$ cat src/verilog/regframe_cfg.svh
`ifndef REGFRAME_CFG_SVH
`define REGFRAME_CFG_SVH

// register byte offsets, one aligned word each
`define RF_OFS_FEAT 8'h00
`define RF_OFS_CMD 8'h04
`define RF_OFS_DEV 8'h08
`define RF_OFS_LBAL 8'h0c
`define RF_OFS_LBAM 8'h10
`define RF_OFS_LBAH 8'h14
`define RF_OFS_CNT 8'h18
`define RF_OFS_FEATX 8'h1c
`define RF_OFS_LBALX 8'h20
`define RF_OFS_LBAMX 8'h24
`define RF_OFS_LBAHX 8'h28
`define RF_OFS_CNTX 8'h2c
`define RF_OFS_CTL 8'h30
`define RF_OFS_STAT 8'h34
`define RF_OFS_ISTAT 8'h38
`define RF_OFS_IEN 8'h3c
`define RF_OFS_ICLR 8'h40
`define RF_OFS_LINK 8'h44

// shadow array slots
`define RF_SLOT_CMD 4'd1
`define RF_SLOT_CTL 4'd12

// bit positions
`define RF_BUSY_BIT 7
`define RF_DRQ_BIT 3
`define RF_SOFT_RESET_BIT_BIT 2
`define RF_C_BIT 15
`define RF_IRQ_SENT 0
`define RF_IRQ_ERR 1
`define RF_IRQ_BUSY 2
`define RF_IRQ_N 3

// reset values
`define RF_CTL_RST 8'h00
`define RF_STAT_RST 8'h00

// frame format
`define RF_TYPE_H2D 8'h27
`define RF_FIS_DWORDS 3'd5

// timing
`define RF_CLK_NS 20
`define RF_BUSY_MAX_NS 400
`define RF_BUSY_CYC (`RF_BUSY_MAX_NS / `RF_CLK_NS)

`endif

$ cat src/verilog/regframe_pkg.sv
`default_nettype none
package regframe_pkg;
    // thirteen shadow bytes, slot 12 is device control
    typedef logic [12:0][7:0] shadow_t;
    // five payload dwords
    typedef logic [4:0][31:0] frame_t;
    // sender states
    typedef enum logic [1:0] {
        TX_IDLE = 2'b00,
        TX_SEND = 2'b01,
        TX_ACK = 2'b10
    } tx_state_t;
endpackage : regframe_pkg
`default_nettype wire

$ cat src/verilog/regframe_if.sv
`timescale 1ns/1ps
`default_nettype none
interface regframe_if;
    // payload word with frame markers, throttled by ready
    logic [31:0] data;
    logic valid;
    logic sof;
    logic eof;
    logic ready;
    // end-of-frame answer from the receiver
    logic ack_valid;
    logic ack_good;
    modport host (
        output data, valid, sof, eof,
        input ready, ack_valid, ack_good
    );
    modport dev (
        input data, valid, sof, eof,
        output ready, ack_valid, ack_good
    );
endinterface : regframe_if
`default_nettype wire

$ cat src/verilog/regframe_pack.sv
`timescale 1ns/1ps
`default_nettype none
`include "regframe_cfg.svh"
module regframe_pack (
    // shadow contents and cause
    input wire regframe_pkg::shadow_t i_sh,
    input wire logic i_cmd_cause,
    // assembled payload
    output regframe_pkg::frame_t o_frame
);
    // dword 0: type, c flag, command, features
    assign o_frame[0] = {i_sh[0], i_sh[1], i_cmd_cause, 7'h00,
                         `RF_TYPE_H2D};
    // dword 1: lba low/mid/high, device
    assign o_frame[1] = {i_sh[2], i_sh[5], i_sh[4], i_sh[3]};
    // dword 2: expanded address bytes, expanded features on top
    assign o_frame[2] = {i_sh[7], i_sh[10], i_sh[9], i_sh[8]};
    // dword 3: counts and control, reserved byte zero
    assign o_frame[3] = {i_sh[12], 8'h00, i_sh[11], i_sh[6]};
    // dword 4 all reserved
    assign o_frame[4] = 32'h0000_0000;
endmodule : regframe_pack
`default_nettype wire

$ cat src/verilog/regframe_host.sv
// Functional notes
// - type code in lowest byte of dword 0
// - register frame type 27h, five dwords
// - c flag 1 for command, 0 control
// - software never sends c and soft reset
// - fields carry current shadow register values
// - command write starts a frame
// - control write sends only on change
// - snapshot both groups, c by cause
// - busy set within 400 ns of command
// - busy on soft reset rise only
// - block command block writes while busy
// - software avoids writes while busy, except reset
// - device updates copies, executes when c set
// - build, send, take ack, report result
// - decode type, route fields, report result
// - no state kept across frames
// - frames bounded by markers, throttled by ready
`timescale 1ns/1ps
`default_nettype none
`include "regframe_cfg.svh"
module regframe_host #(
    parameter logic [7:0] RESET_CMD = 8'h08, // reset command code
    parameter int BUSY_LIMIT_CYC = `RF_BUSY_CYC
) (
    // clock and reset
    input wire logic i_sys_clk,
    input wire logic i_rst,
    // ahb-lite slave
    input wire logic i_hsel,
    input wire logic [31:0] i_haddr,
    input wire logic [1:0] i_htrans,
    input wire logic i_hwrite,
    input wire logic [2:0] i_hsize,
    input wire logic [31:0] i_hwdata,
    input wire logic i_hready,
    output logic o_hreadyout,
    output logic [31:0] o_hrdata,
    output logic o_hresp,
    // interrupt
    output logic o_irq,
    // link to the device end
    regframe_if.host link
);
    // busy is raised one edge after the write, limit must allow that
    if (BUSY_LIMIT_CYC < 1) begin : g_bad_limit
        $error("busy limit below one cycle");
    end

    // register state
    regframe_pkg::shadow_t sh_r;
    logic [7:0] status_r;
    logic [7:0] status_nxt;
    logic [`RF_IRQ_N-1:0] ist_r;
    logic [`RF_IRQ_N-1:0] ien_r;
    logic [`RF_IRQ_N-1:0] iset;
    logic [`RF_IRQ_N-1:0] iclr;
    // bus phase state
    logic wr_q;
    logic rd_q;
    logic map_q;
    logic [7:0] ofs_q;
    logic addr_ok;
    logic [7:0] wb;
    logic [31:0] rd_word;
    // write decode
    logic sh_wr;
    logic blocked;
    logic sh_we;
    logic cmd_trig;
    logic ctl_trig;
    logic soft_reset_bit_rise;
    logic busy_set;
    logic busy_drq;
    // sender state
    regframe_pkg::tx_state_t st_r;
    regframe_pkg::frame_t frame_r;
    regframe_pkg::frame_t pkt;
    logic [2:0] widx_r;
    logic [2:0] widx_inc;
    logic pend_r;
    logic pend_c_r;
    logic start;
    logic ack_in;
    logic valid_r;
    logic sof_r;
    logic eof_r;
    logic [31:0] data_r;

    // true when the latched write data phase targets offset t
    function automatic logic hit(input logic [7:0] t);
        hit = wr_q & map_q & (ofs_q == t);
    endfunction : hit

    // read selection for the latched offset
    function automatic logic rhit(input logic [7:0] t);
        rhit = map_q & (ofs_q == t);
    endfunction : rhit

    // address phase qualifier
    assign addr_ok = i_hsel & i_htrans[1] & i_hready;
    assign wb = i_hwdata[7:0];

    // address phase capture
    always_ff @(posedge i_sys_clk or posedge i_rst) begin
        if (i_rst) begin
            wr_q <= 1'b0;
            rd_q <= 1'b0;
            map_q <= 1'b0;
            ofs_q <= 8'h00;
        end else begin
            wr_q <= addr_ok & i_hwrite;
            rd_q <= addr_ok & ~i_hwrite;
            if (addr_ok) begin
                map_q <= (i_haddr[31:8] == 24'h00_0000) &
                         (i_haddr[1:0] == 2'b00);
                ofs_q <= i_haddr[7:0];
            end
        end
    end

    // one wait state on reads so a preceding write is visible
    always_ff @(posedge i_sys_clk or posedge i_rst) begin
        if (i_rst) begin
            o_hreadyout <= 1'b1;
            o_hrdata <= 32'h0000_0000;
            o_hresp <= 1'b0;
        end else begin
            o_hreadyout <= ~(addr_ok & ~i_hwrite);
            o_hresp <= 1'b0;
            if (rd_q) begin
                o_hrdata <= rd_word;
            end
        end
    end

    // read mux, unmapped offsets read zero, clear register reads zero
    assign rd_word =
        (map_q & (ofs_q <= `RF_OFS_CTL)) ? {24'h0, sh_r[ofs_q[5:2]]} :
        rhit(`RF_OFS_STAT) ? {24'h0, status_r} :
        rhit(`RF_OFS_ISTAT) ? {29'h0, ist_r} :
        rhit(`RF_OFS_IEN) ? {29'h0, ien_r} :
        rhit(`RF_OFS_LINK) ? {27'h0, pend_r, pend_c_r, st_r, 1'b0} :
        32'h0000_0000;

    // write decode and access control
    assign sh_wr = wr_q & map_q & (ofs_q <= `RF_OFS_CTL);
    assign busy_drq = status_r[`RF_BUSY_BIT] | status_r[`RF_DRQ_BIT];
    assign blocked = sh_wr & (ofs_q < `RF_OFS_CTL) & busy_drq &
                     ~(hit(`RF_OFS_CMD) & (wb == RESET_CMD));
    assign sh_we = sh_wr & ~blocked;
    assign cmd_trig = sh_we & (ofs_q == `RF_OFS_CMD);
    assign ctl_trig = sh_we & (ofs_q == `RF_OFS_CTL) &
                      (wb != sh_r[`RF_SLOT_CTL]);
    assign soft_reset_bit_rise = ctl_trig & wb[`RF_SOFT_RESET_BIT_BIT] &
                       ~sh_r[`RF_SLOT_CTL][`RF_SOFT_RESET_BIT_BIT];
    assign busy_set = cmd_trig | soft_reset_bit_rise;

    // status write, hardware busy set wins over software
    assign status_nxt = (hit(`RF_OFS_STAT) ? wb : status_r) |
                        (busy_set ? (8'h01 << `RF_BUSY_BIT) : 8'h00);

    // shadow registers
    always_ff @(posedge i_sys_clk or posedge i_rst) begin
        if (i_rst) begin
            sh_r <= '0;
            sh_r[`RF_SLOT_CTL] <= `RF_CTL_RST;
            status_r <= `RF_STAT_RST;
        end else begin
            if (sh_we) begin
                sh_r[ofs_q[5:2]] <= wb;
            end
            status_r <= status_nxt;
        end
    end

    // pending frame request, command cause sets the c flag
    always_ff @(posedge i_sys_clk or posedge i_rst) begin
        if (i_rst) begin
            pend_r <= 1'b0;
            pend_c_r <= 1'b0;
        end else begin
            pend_r <= cmd_trig | ctl_trig | (pend_r & ~start);
            if (cmd_trig | ctl_trig) begin
                pend_c_r <= cmd_trig;
            end
        end
    end

    // payload assembly from current shadow contents
    regframe_pack u_pack (
        .i_sh(sh_r),
        .i_cmd_cause(pend_c_r),
        .o_frame(pkt)
    );

    assign start = (st_r == regframe_pkg::TX_IDLE) & pend_r;
    assign widx_inc = widx_r + 3'd1;
    assign ack_in = (st_r == regframe_pkg::TX_ACK) & link.ack_valid;

    // sender: snapshot, stream with markers, wait for answer
    always_ff @(posedge i_sys_clk or posedge i_rst) begin
        if (i_rst) begin
            st_r <= regframe_pkg::TX_IDLE;
            frame_r <= '0;
            widx_r <= 3'd0;
            valid_r <= 1'b0;
            sof_r <= 1'b0;
            eof_r <= 1'b0;
            data_r <= 32'h0000_0000;
        end else begin
            case (st_r)
                regframe_pkg::TX_IDLE: begin
                    if (pend_r) begin
                        frame_r <= pkt;
                        data_r <= pkt[0];
                        valid_r <= 1'b1;
                        sof_r <= 1'b1;
                        eof_r <= 1'b0;
                        widx_r <= 3'd0;
                        st_r <= regframe_pkg::TX_SEND;
                    end
                end
                regframe_pkg::TX_SEND: begin
                    if (link.ready) begin
                        if (widx_r == `RF_FIS_DWORDS - 3'd1) begin
                            valid_r <= 1'b0;
                            eof_r <= 1'b0;
                            st_r <= regframe_pkg::TX_ACK;
                        end else begin
                            widx_r <= widx_inc;
                            data_r <= frame_r[widx_inc];
                            sof_r <= 1'b0;
                            eof_r <= (widx_inc == `RF_FIS_DWORDS - 3'd1);
                        end
                    end
                end
                regframe_pkg::TX_ACK: begin
                    if (link.ack_valid) begin
                        st_r <= regframe_pkg::TX_IDLE;
                    end
                end
                default: begin
                    st_r <= regframe_pkg::TX_IDLE;
                end
            endcase
        end
    end

    // link outputs straight from flops
    assign link.data = data_r;
    assign link.valid = valid_r;
    assign link.sof = sof_r;
    assign link.eof = eof_r;

    // interrupt events: sent, refused, busy raised
    assign iset[`RF_IRQ_SENT] = ack_in & link.ack_good;
    assign iset[`RF_IRQ_ERR] = ack_in & ~link.ack_good;
    assign iset[`RF_IRQ_BUSY] = busy_set;
    assign iclr = hit(`RF_OFS_ICLR) ? wb[`RF_IRQ_N-1:0] : '0;

    // sticky status bits, set wins over clear
    for (genvar i = 0; i < `RF_IRQ_N; i++) begin : g_irq
        always_ff @(posedge i_sys_clk or posedge i_rst) begin
            if (i_rst) begin
                ist_r[i] <= 1'b0;
            end else begin
                ist_r[i] <= iset[i] | (ist_r[i] & ~iclr[i]);
            end
        end
    end

    // enable register and level interrupt
    always_ff @(posedge i_sys_clk or posedge i_rst) begin
        if (i_rst) begin
            ien_r <= '0;
            o_irq <= 1'b0;
        end else begin
            if (hit(`RF_OFS_IEN)) begin
                ien_r <= wb[`RF_IRQ_N-1:0];
            end
            o_irq <= |(ist_r & ien_r);
        end
    end
endmodule : regframe_host
`default_nettype wire

$ cat src/flat_wrapper.sv
// flat-port wrapper written by rule: the top's interface ports become plain ports
module regframe_host_flat 
#(
    parameter logic [7:0] RESET_CMD = 8'h08,                      
    parameter int BUSY_LIMIT_CYC = `RF_BUSY_CYC
)
  (i_sys_clk, i_rst, i_hsel, i_haddr, i_htrans, i_hwrite, i_hsize, i_hwdata, i_hready, o_hreadyout, o_hrdata, o_hresp, o_irq, link_data, link_valid, link_sof, link_eof, link_ready, link_ack_valid, link_ack_good);
  regframe_if link_i ();
  input wire logic i_sys_clk;
  input wire logic i_rst;
  input wire logic i_hsel;
  input wire logic [31:0] i_haddr;
  input wire logic [1:0] i_htrans;
  input wire logic i_hwrite;
  input wire logic [2:0] i_hsize;
  input wire logic [31:0] i_hwdata;
  input wire logic i_hready;
  output logic o_hreadyout;
  output logic [31:0] o_hrdata;
  output logic o_hresp;
  output logic o_irq;
  output wire logic [$bits(link_i.data)-1:0] link_data;
  output wire logic [$bits(link_i.valid)-1:0] link_valid;
  output wire logic [$bits(link_i.sof)-1:0] link_sof;
  output wire logic [$bits(link_i.eof)-1:0] link_eof;
  input wire logic [$bits(link_i.ready)-1:0] link_ready;
  input wire logic [$bits(link_i.ack_valid)-1:0] link_ack_valid;
  input wire logic [$bits(link_i.ack_good)-1:0] link_ack_good;
  assign link_data = link_i.data;
  assign link_valid = link_i.valid;
  assign link_sof = link_i.sof;
  assign link_eof = link_i.eof;
  assign link_i.ready = link_ready;
  assign link_i.ack_valid = link_ack_valid;
  assign link_i.ack_good = link_ack_good;
  regframe_host #(.RESET_CMD(RESET_CMD), .BUSY_LIMIT_CYC(BUSY_LIMIT_CYC)) u_core (.i_sys_clk(i_sys_clk), .i_rst(i_rst), .i_hsel(i_hsel), .i_haddr(i_haddr), .i_htrans(i_htrans), .i_hwrite(i_hwrite), .i_hsize(i_hsize), .i_hwdata(i_hwdata), .i_hready(i_hready), .o_hreadyout(o_hreadyout), .o_hrdata(o_hrdata), .o_hresp(o_hresp), .o_irq(o_irq), .link(link_i));
endmodule
$ cat config.mk
export PLATFORM = sky130hd
export DESIGN_NAME = regframe_host_flat
export DESIGN_NICKNAME = d
export VERILOG_FILES = /design/src/verilog/regframe_pkg.sv /design/src/verilog/regframe_if.sv /design/src/verilog/regframe_pack.sv /design/src/verilog/regframe_host.sv /design/src/flat_wrapper.sv
export VERILOG_INCLUDE_DIRS = /design/src /design/src/verilog
export SDC_FILE = /design/constraint.sdc
export NUM_CORES = 1
export LEC_CHECK = 0
export ABC_AREA = 1
export BUFFER_PORTS_ARGS = -buffer_cell sky130_fd_sc_hd__buf_4
export CORE_MARGIN = 3
export CORE_UTILIZATION = 53
export DETAILED_ROUTE_END_ITERATION = 16
export PLACE_DENSITY = 0.76
export REMOVE_ABC_BUFFERS = 1
export SETUP_SLACK_MARGIN = 0.02
export SLEW_MARGIN = 20
export SYNTH_ARGS = -nofsm -noshare
export SYNTH_HDL_FRONTEND = slang
export SYNTH_SLANG_ARGS = --single-unit
$ cat constraint.sdc
create_clock -name i_sys_clk -period 7.45 [get_ports i_sys_clk]
set_input_delay 0 -clock i_sys_clk [delete_from_list [all_inputs] [get_ports i_sys_clk]]
set_output_delay 0 -clock i_sys_clk [all_outputs]
set_load 0.1 [all_outputs]
==> flow_summary.ini, run 1 <==
[run_status]
run_status = finished, final reports clean

[critical_path]
endpoint = u_core.sh_r[4]
crit_type = register to register
cp-end-kind = register
ff2ff_setup_slack_ns = 3.93
critPathArrivalTime_ns = 3.91
worstReg2RegEnd = u_core.sh_r[4]
r2r_start = u_core.ofs_q[3]
crit_fanout = 16
start_kind = register
startpoint = u_core.ofs_q[3]
worst-r2r-cell-count = 8
required_ns = 7.84

[floorplan]
dieArea_sq_mm = 0.0266
ioPinCount = 147
initial_utilization_pct = 54.7
coreArea_sq_mm = 0.0239
die_y_um = 163
rows = 56
die_w_um = 163

[clock_tree]
clkLatencyLatePin_ns = 0.56
cts_tree = done
clock-root-buffer = clkbuf_16
cts_max_level = 1
cts.sinks = 287
path_clk_slew_ns = 0.06
cts_buffers = 30
cts_resized = 0
clockBufferDepth = 3
hold_buffers = 19
cts_setup_buffers = 0

[sta]
hold_violations = 0
fmax_mhz = 284
period_minus_slack_ns = 3.52
slew_violations = 0
final.setup.worst_slack_ns = 3.93
fin_crit_sh_pct = 47.3
relSlewSlack_pct = 34.2
rsz0062_at_grt = no
tns_ns = 0
setup_viol = 0
tightest_slew_ns = 0.985
clock_skew_ns = 0.0197

[route]
ant_nets = 0
drc = 0
drt-vias-per-instance = 5.61
drt_pass1_iterations = 6
wl_per_cell_um = 18.3
drt_iter0_drc = 1200
vias = 11300
wirelength_mm = 36.9

[logic_synthesis]
synth.top_cells.by_area = dfrtp_1 55%, nand2_1 16%, o21ai_0 7.0%
ys_ff_latch = 287
yosysTopAreaCell = dfrtp_1
synth_top_area_share_pct = 54.7
syn_area_sq_mm = 0.0131
synth-seq-area-share_pct = 54.9
synth.avg_cell_area_sq_um = 8.24
syn_inst = 1588
ys_warn_count = 0
synth_cell_types = 43

[pwr]
vdd.ir_drop.worst_mv = 0.168
p_leak_nw = 7.33
power.total_mw = 4.11
p_per_area_mw_per_mm2 = 273

[worst_hold_path]
hold_class = primary input to register
hold_path_depth = 3
min-delay-start = i_hwdata[7]

[final_layout]
antenna_cells = 0
num-nets-final = 1749
fin_util_pct = 63.0
drive_gt1_share_pct = 10.9
area_delta_synth_final_pct = 15.0
fin_area_sq_mm = 0.0150
fill_cells = 2072
regArea_sq_mm = 0.00718
multi_input_area_sq_mm = 0.00503

[global_routing]
antenna_found_initial = 0
grt_overflow = 0
grt_start_max_net_pins = 186
grtUsageTotal_pct = 28.1
grt_pass1_vias = 11000
grt_pass1_wl_mm = 58.7

[job]
cap_violations = 0

[place]
place_hpwl_mm = 23.8
post-place-ws_ns = 4.09
postPlaceCellArea_sq_mm = 0.0138
place.gp.congestion = 0.932
portBuffers = 93
placed cells by master (no fill, tap or decap), types with 7 or more instances in the layout:
master,synthesis,final
dlygate4sd3_1,0,19
nand2_1,549,549
clkbuf_16,0,30
dfrtp_1,286,286
o211ai_1,10,10
nor2_1,111,110
o21ai_1,56,56
nand4_1,9,9
o21ai_0,183,183
clkbuf_1,48,9
nand2_4,7,7
a22oi_1,18,18
buf_4,25,103
nand3_1,44,43
conb_1,1,25
a21oi_1,47,47
inv_1,107,106
critical path: stages, from the launching register on:
cell	delay, ns
dfrtp_1	0.59
nor2_2	0.79
nand2_2	0.19
o21ai_1	0.20
nand2_1	0.11
a21oi_4	0.58
nand2_1	0.59
nand2_1	0.18
o21ai_0	0.10
per-layer routing:
| metal | wire (um) | part of all wire, % | vias to the layer above | GRT usage (%) |
|---|---|---|---|---|
| met3 | 3220 | 8.7 | 88 | 5.25 |
| met2 | 17200 | 47 | 556 | 45.1 |
| met4 | 1280 | 3.5 | 0 | 10.0 |
| li1 | - | - | 5233 | - |
| met1 | 15100 | 41 | 5395 | 38.6 |
| met5 | 0 | 0 | - | 0 |
state kept, by name, summed over array words and instances (netlist names):
register / count
u_core.st_r: 2
u_core.status_r: 8
u_core.pend_c_r: 1
u_core.widx_r: 3
u_core.ist_r: 3
u_core.frame_r: 106
u_core.link.sof: 1
u_core.pend_r: 1
u_core.link.eof: 1
u_core.o_irq: 1
u_core.rd_q: 1
u_core.link.valid: 1
u_core.o_hrdata: 8
u_core.map_q: 1
u_core.ofs_q: 8
u_core.o_hreadyout: 1
u_core.sh_r: 104
u_core.wr_q: 1
u_core.ien_r: 3
u_core.link.data: 32
Yosys cell counts, drive strengths merged:
master	instances
a21oi	48
a221oi	3
a22o	4
a22oi	18
and3	1
buf	50
clkbuf	48
clkinv	2
conb	1
dfrtp	286
dfstp	1
ha	3
inv	110
mux2	2
nand2	560
nand3	44
nand3b	1
nand4	9
nor2	117
nor3	5
nor4	4
o211ai	10
o21ai	245
o21bai	2
o22ai	5
o32ai	1
or2	3
xnor2	3
xor2	2
report_power, final:
| group | leakage, nW | switching, mW | internal, mW |
|---|---|---|---|
| clock network | 0.492 | 0.614 | 0.927 |
| logic | 2.93 | 0.740 | 0.168 |
| registers | 3.91 | 0.0438 | 1.61 |
final cells by class:
type / count / share of cell area, %
Sequential cell: 287 / 47.8
Multi-Input combinational cell: 1115 / 33.5
Timing Repair Buffer: 123 / 6.54
Clock buffer: 44 / 5.67
Inverter: 112 / 2.88
Tap cell: 319 / 2.65
Clock inverter: 9 / 1.06
kinds of logic after synthesis:
group	synth area share [%]
XOR/XNOR	0.335
other	0.0287
AND/OR/NAND/NOR	22.8
multiplexers	0.172
buffers and inverters	7.45
adder cells (fa/ha/maj)	0.287
AO/OA/AOI/OAI	14.0
flip-flops	54.9
through the flow:
step | hold WS [ns] | cells
4_1_cts | 0.0116 | 2009
5_1_grt | 0.0613 | 2009
3_3_place_gp | 0.173 | 1937
3_5_place_dp | 0.169 | 1937
2_1_floorplan | 0.0778 | 1514
6_report | 0.0302 | 2009
how the worst min path moves through the flow:
stage / slack [ns] / end
finish: 0.03 / u_core.sh_r[39]
global route: 0.06 / u_core.sh_r[39]
CTS: 0.01 / u_core.sh_r[39]
detailed placement: 0.17 / u_core.link.sof
global placement: 0.17 / u_core.link.sof
floorplan: 0.08 / u_core.rd_q
(Power assumes the default switching activity.)
==> inputs of run 2 (changes only) <==
--- a/config.mk
+++ b/config.mk
@@ -6,7 +6,7 @@
 export SDC_FILE = /design/constraint.sdc
 export NUM_CORES = 1
 export LEC_CHECK = 0
-export ABC_AREA = 1
+export ABC_AREA = 0
 export BUFFER_PORTS_ARGS = -buffer_cell sky130_fd_sc_hd__buf_4
 export CORE_MARGIN = 3
 export CORE_UTILIZATION = 53
==> constraint.sdc (replaced) <==
create_clock -name i_sys_clk -period 3 [get_ports i_sys_clk]
set_input_delay 0 -clock i_sys_clk [delete_from_list [all_inputs] [get_ports i_sys_clk]]
set_output_delay 0 -clock i_sys_clk [all_outputs]
set_load 0.1 [all_outputs]
==> flow_summary.ini, run 2 <==
[worst_hold_path]
hold_class = primary input to register

[sta]
clock_skew_ns = 0.0167
period_minus_slack_ns = 2.76
rsz0062_at_grt = no
relSlewSlack_pct = 50.8
whs_ns = 0.0574
fin_crit_sh_pct = 92.1
fmax_mhz = 362
setup_viol = 0
hold_violations = 0
final.setup.worst_slack_ns = 0.238
slew_violations = 0
tightest_slew_ns = 0.739

[clock_tree]
clockBufferDepth = 3
cts.sinks = 287
cts_tree = done
clkLatencyLatePin_ns = 0.55
path_clk_slew_ns = 0.06
cts_max_level = 1
cts_buffers = 30
cts_setup_buffers = 0
clock-root-buffer = clkbuf_16

[final_layout]
num-nets-final = 1406
top_register = u_core.frame_r
multi_input_area_sq_mm = 0.00568
final_common_cell = nand2_1
antenna_cells = 0
drive_gt1_share_pct = 25.9
area_delta_synth_final_pct = 18.0
mostFrequentLayoutCells = 366 x nand2_1, 284 x dfrtp_1, 130 x buf_4
largest_register_ffs = 106
fin_cells = 1674
regArea_sq_mm = 0.00719
fill_cells = 1884
fin_util_pct = 64.2

[critical_path]
required_ns = 3.43
ff2ff_setup_slack_ns = 0.24
critPathArrivalTime_ns = 3.19
start_kind = register
crit_fanout = 16
crit_type = register to register
cp-end-kind = register

[logic_synthesis]
synthFlopType = dfrtp_1
ys_top_cells_by_count = 367 x nand2_1, 286 x dfrtp_1, 94 x mux2_2
synth-seq-area-share_pct = 54.0
synth_cell_types = 61
ys_ff_latch = 287
synth.avg_cell_area_sq_um = 11.0
yosysTopAreaCell = dfrtp_1
syn_inst = 1208
synth_edf_count = 0
syn_area_sq_mm = 0.0133
synth.top_cells.by_area = dfrtp_1 54%, nand2_1 10%, mux2_2 8.0%
synth_top_area_share_pct = 53.8
async_flop_share_pct = 100
yosysMostFrequentCell = nand2_1
ys_warn_count = 0

[route]
drc = 0
wirelength_mm = 35.0
drt_pass1_iterations = 5
drt_iter0_drc = 1027
drt-vias-per-instance = 5.84
wl_per_cell_um = 20.9
ant_nets = 0
vias = 9779

[global_routing]
grt_pass1_wl_mm = 55.4
grt_start_max_net_pins = 100
antenna_found_initial = 0
grt_pass1_vias = 9719
grtUsageTotal_pct = 26.6
grt_overflow = 0

[pwr]
p_leak_nw = 7.79
power.total_mw = 10.1
p_per_area_mw_per_mm2 = 646
vdd.ir_drop.worst_mv = 0.702

[place]
place.gp.congestion = 0.909
place_hpwl_mm = 23.0
portBuffers = 93
post-place-ws_ns = 0.517
dp.cells = 1591

[job]
cap_violations = 0

[floorplan]
initial_utilization_pct = 54.4
die_w_um = 164
rows = 57
coreArea_sq_mm = 0.0245
die_y_um = 164
ioPinCount = 147
dieArea_sq_mm = 0.0270

[run_status]
run_status = finished, final reports clean
run 2: cells by family (layout without fill, tap and decap cells):
logic type                 after synthesis  count (layout)  share of synthesized area, %
xor gates and xnor gates                 9               9                         0.592
other                                    1              25                        0.0282
adders and majority gates                3               3                         0.282
DFF                                    287             287                          54.0
buffers and inverters                  112             230                          4.20
muxes                                  185             185                          18.6
and+or+nand+nor                        474             474                          15.5
AOI/OAI and AO/OA                      137             137                          6.85
run 2: metrics by stage:
stage | area, sq um | setup TNS, ns
after floorplan | 12900 | -1879.96
after global placement | 14400 | 0
after detailed placement | 14400 | 0
after CTS | 15700 | 0
after global routing | 15700 | 0
final | 15700 | 0
run 2: final timing paths:
path / from / endpoint / depth (start not counted)
max: u_core.ofs_q[2] / u_core.ist_r[0] / 8
min: i_htrans[1] / u_core.wr_q / 3
max reg2reg: u_core.ofs_q[2] / u_core.ist_r[0] / 8
min reg2reg: u_core.frame_r[127] / u_core.frame_r[127] / 2
max in group asynchronous: i_rst / u_core.widx_r[0] / 4
min in group asynchronous: i_rst / u_core.frame_r[99] / 3
run 2: layer usage:
layer	up-vias	share of wire (%)	track usage, %
met5	-	0	0
met4	0	3.0	7.36
met3	74	7.8	3.61
met2	448	47	43.0
met1	4925	42	38.4
li1	4332	-	-
run 2: layout make-up:
cell class	instances	area share [%]
sequential	287	45.8
multi-input combinational	833	36.2
timing repair buffer	161	8.45
clock buffer	46	5.81
tap	324	2.58
clock inverter	10	0.853
inverter	13	0.359
run 2: report_power, final:
part	internal (mW)	switching [mW]
clock	2.35	1.53
combinational	0.571	1.56
sequential	3.99	0.135
run 2: worst max-delay path: stages, from the launching register on:
cell           delay (ns)
dfrtp_2              0.54
buf_4                0.28
buf_4                0.24
nor2_1               0.30
nand2_1              0.14
nor3_2               0.30
nand2_1              0.09
a22o_1               0.18
dlygate4sd3_1        0.55
run 2: repair_timing:
action,4_1_cts,5_1_grt
hold endpoints to repair,214,0
gates resized for setup,0,1
hold buffers,27,0
setup endpoints to repair,0,1
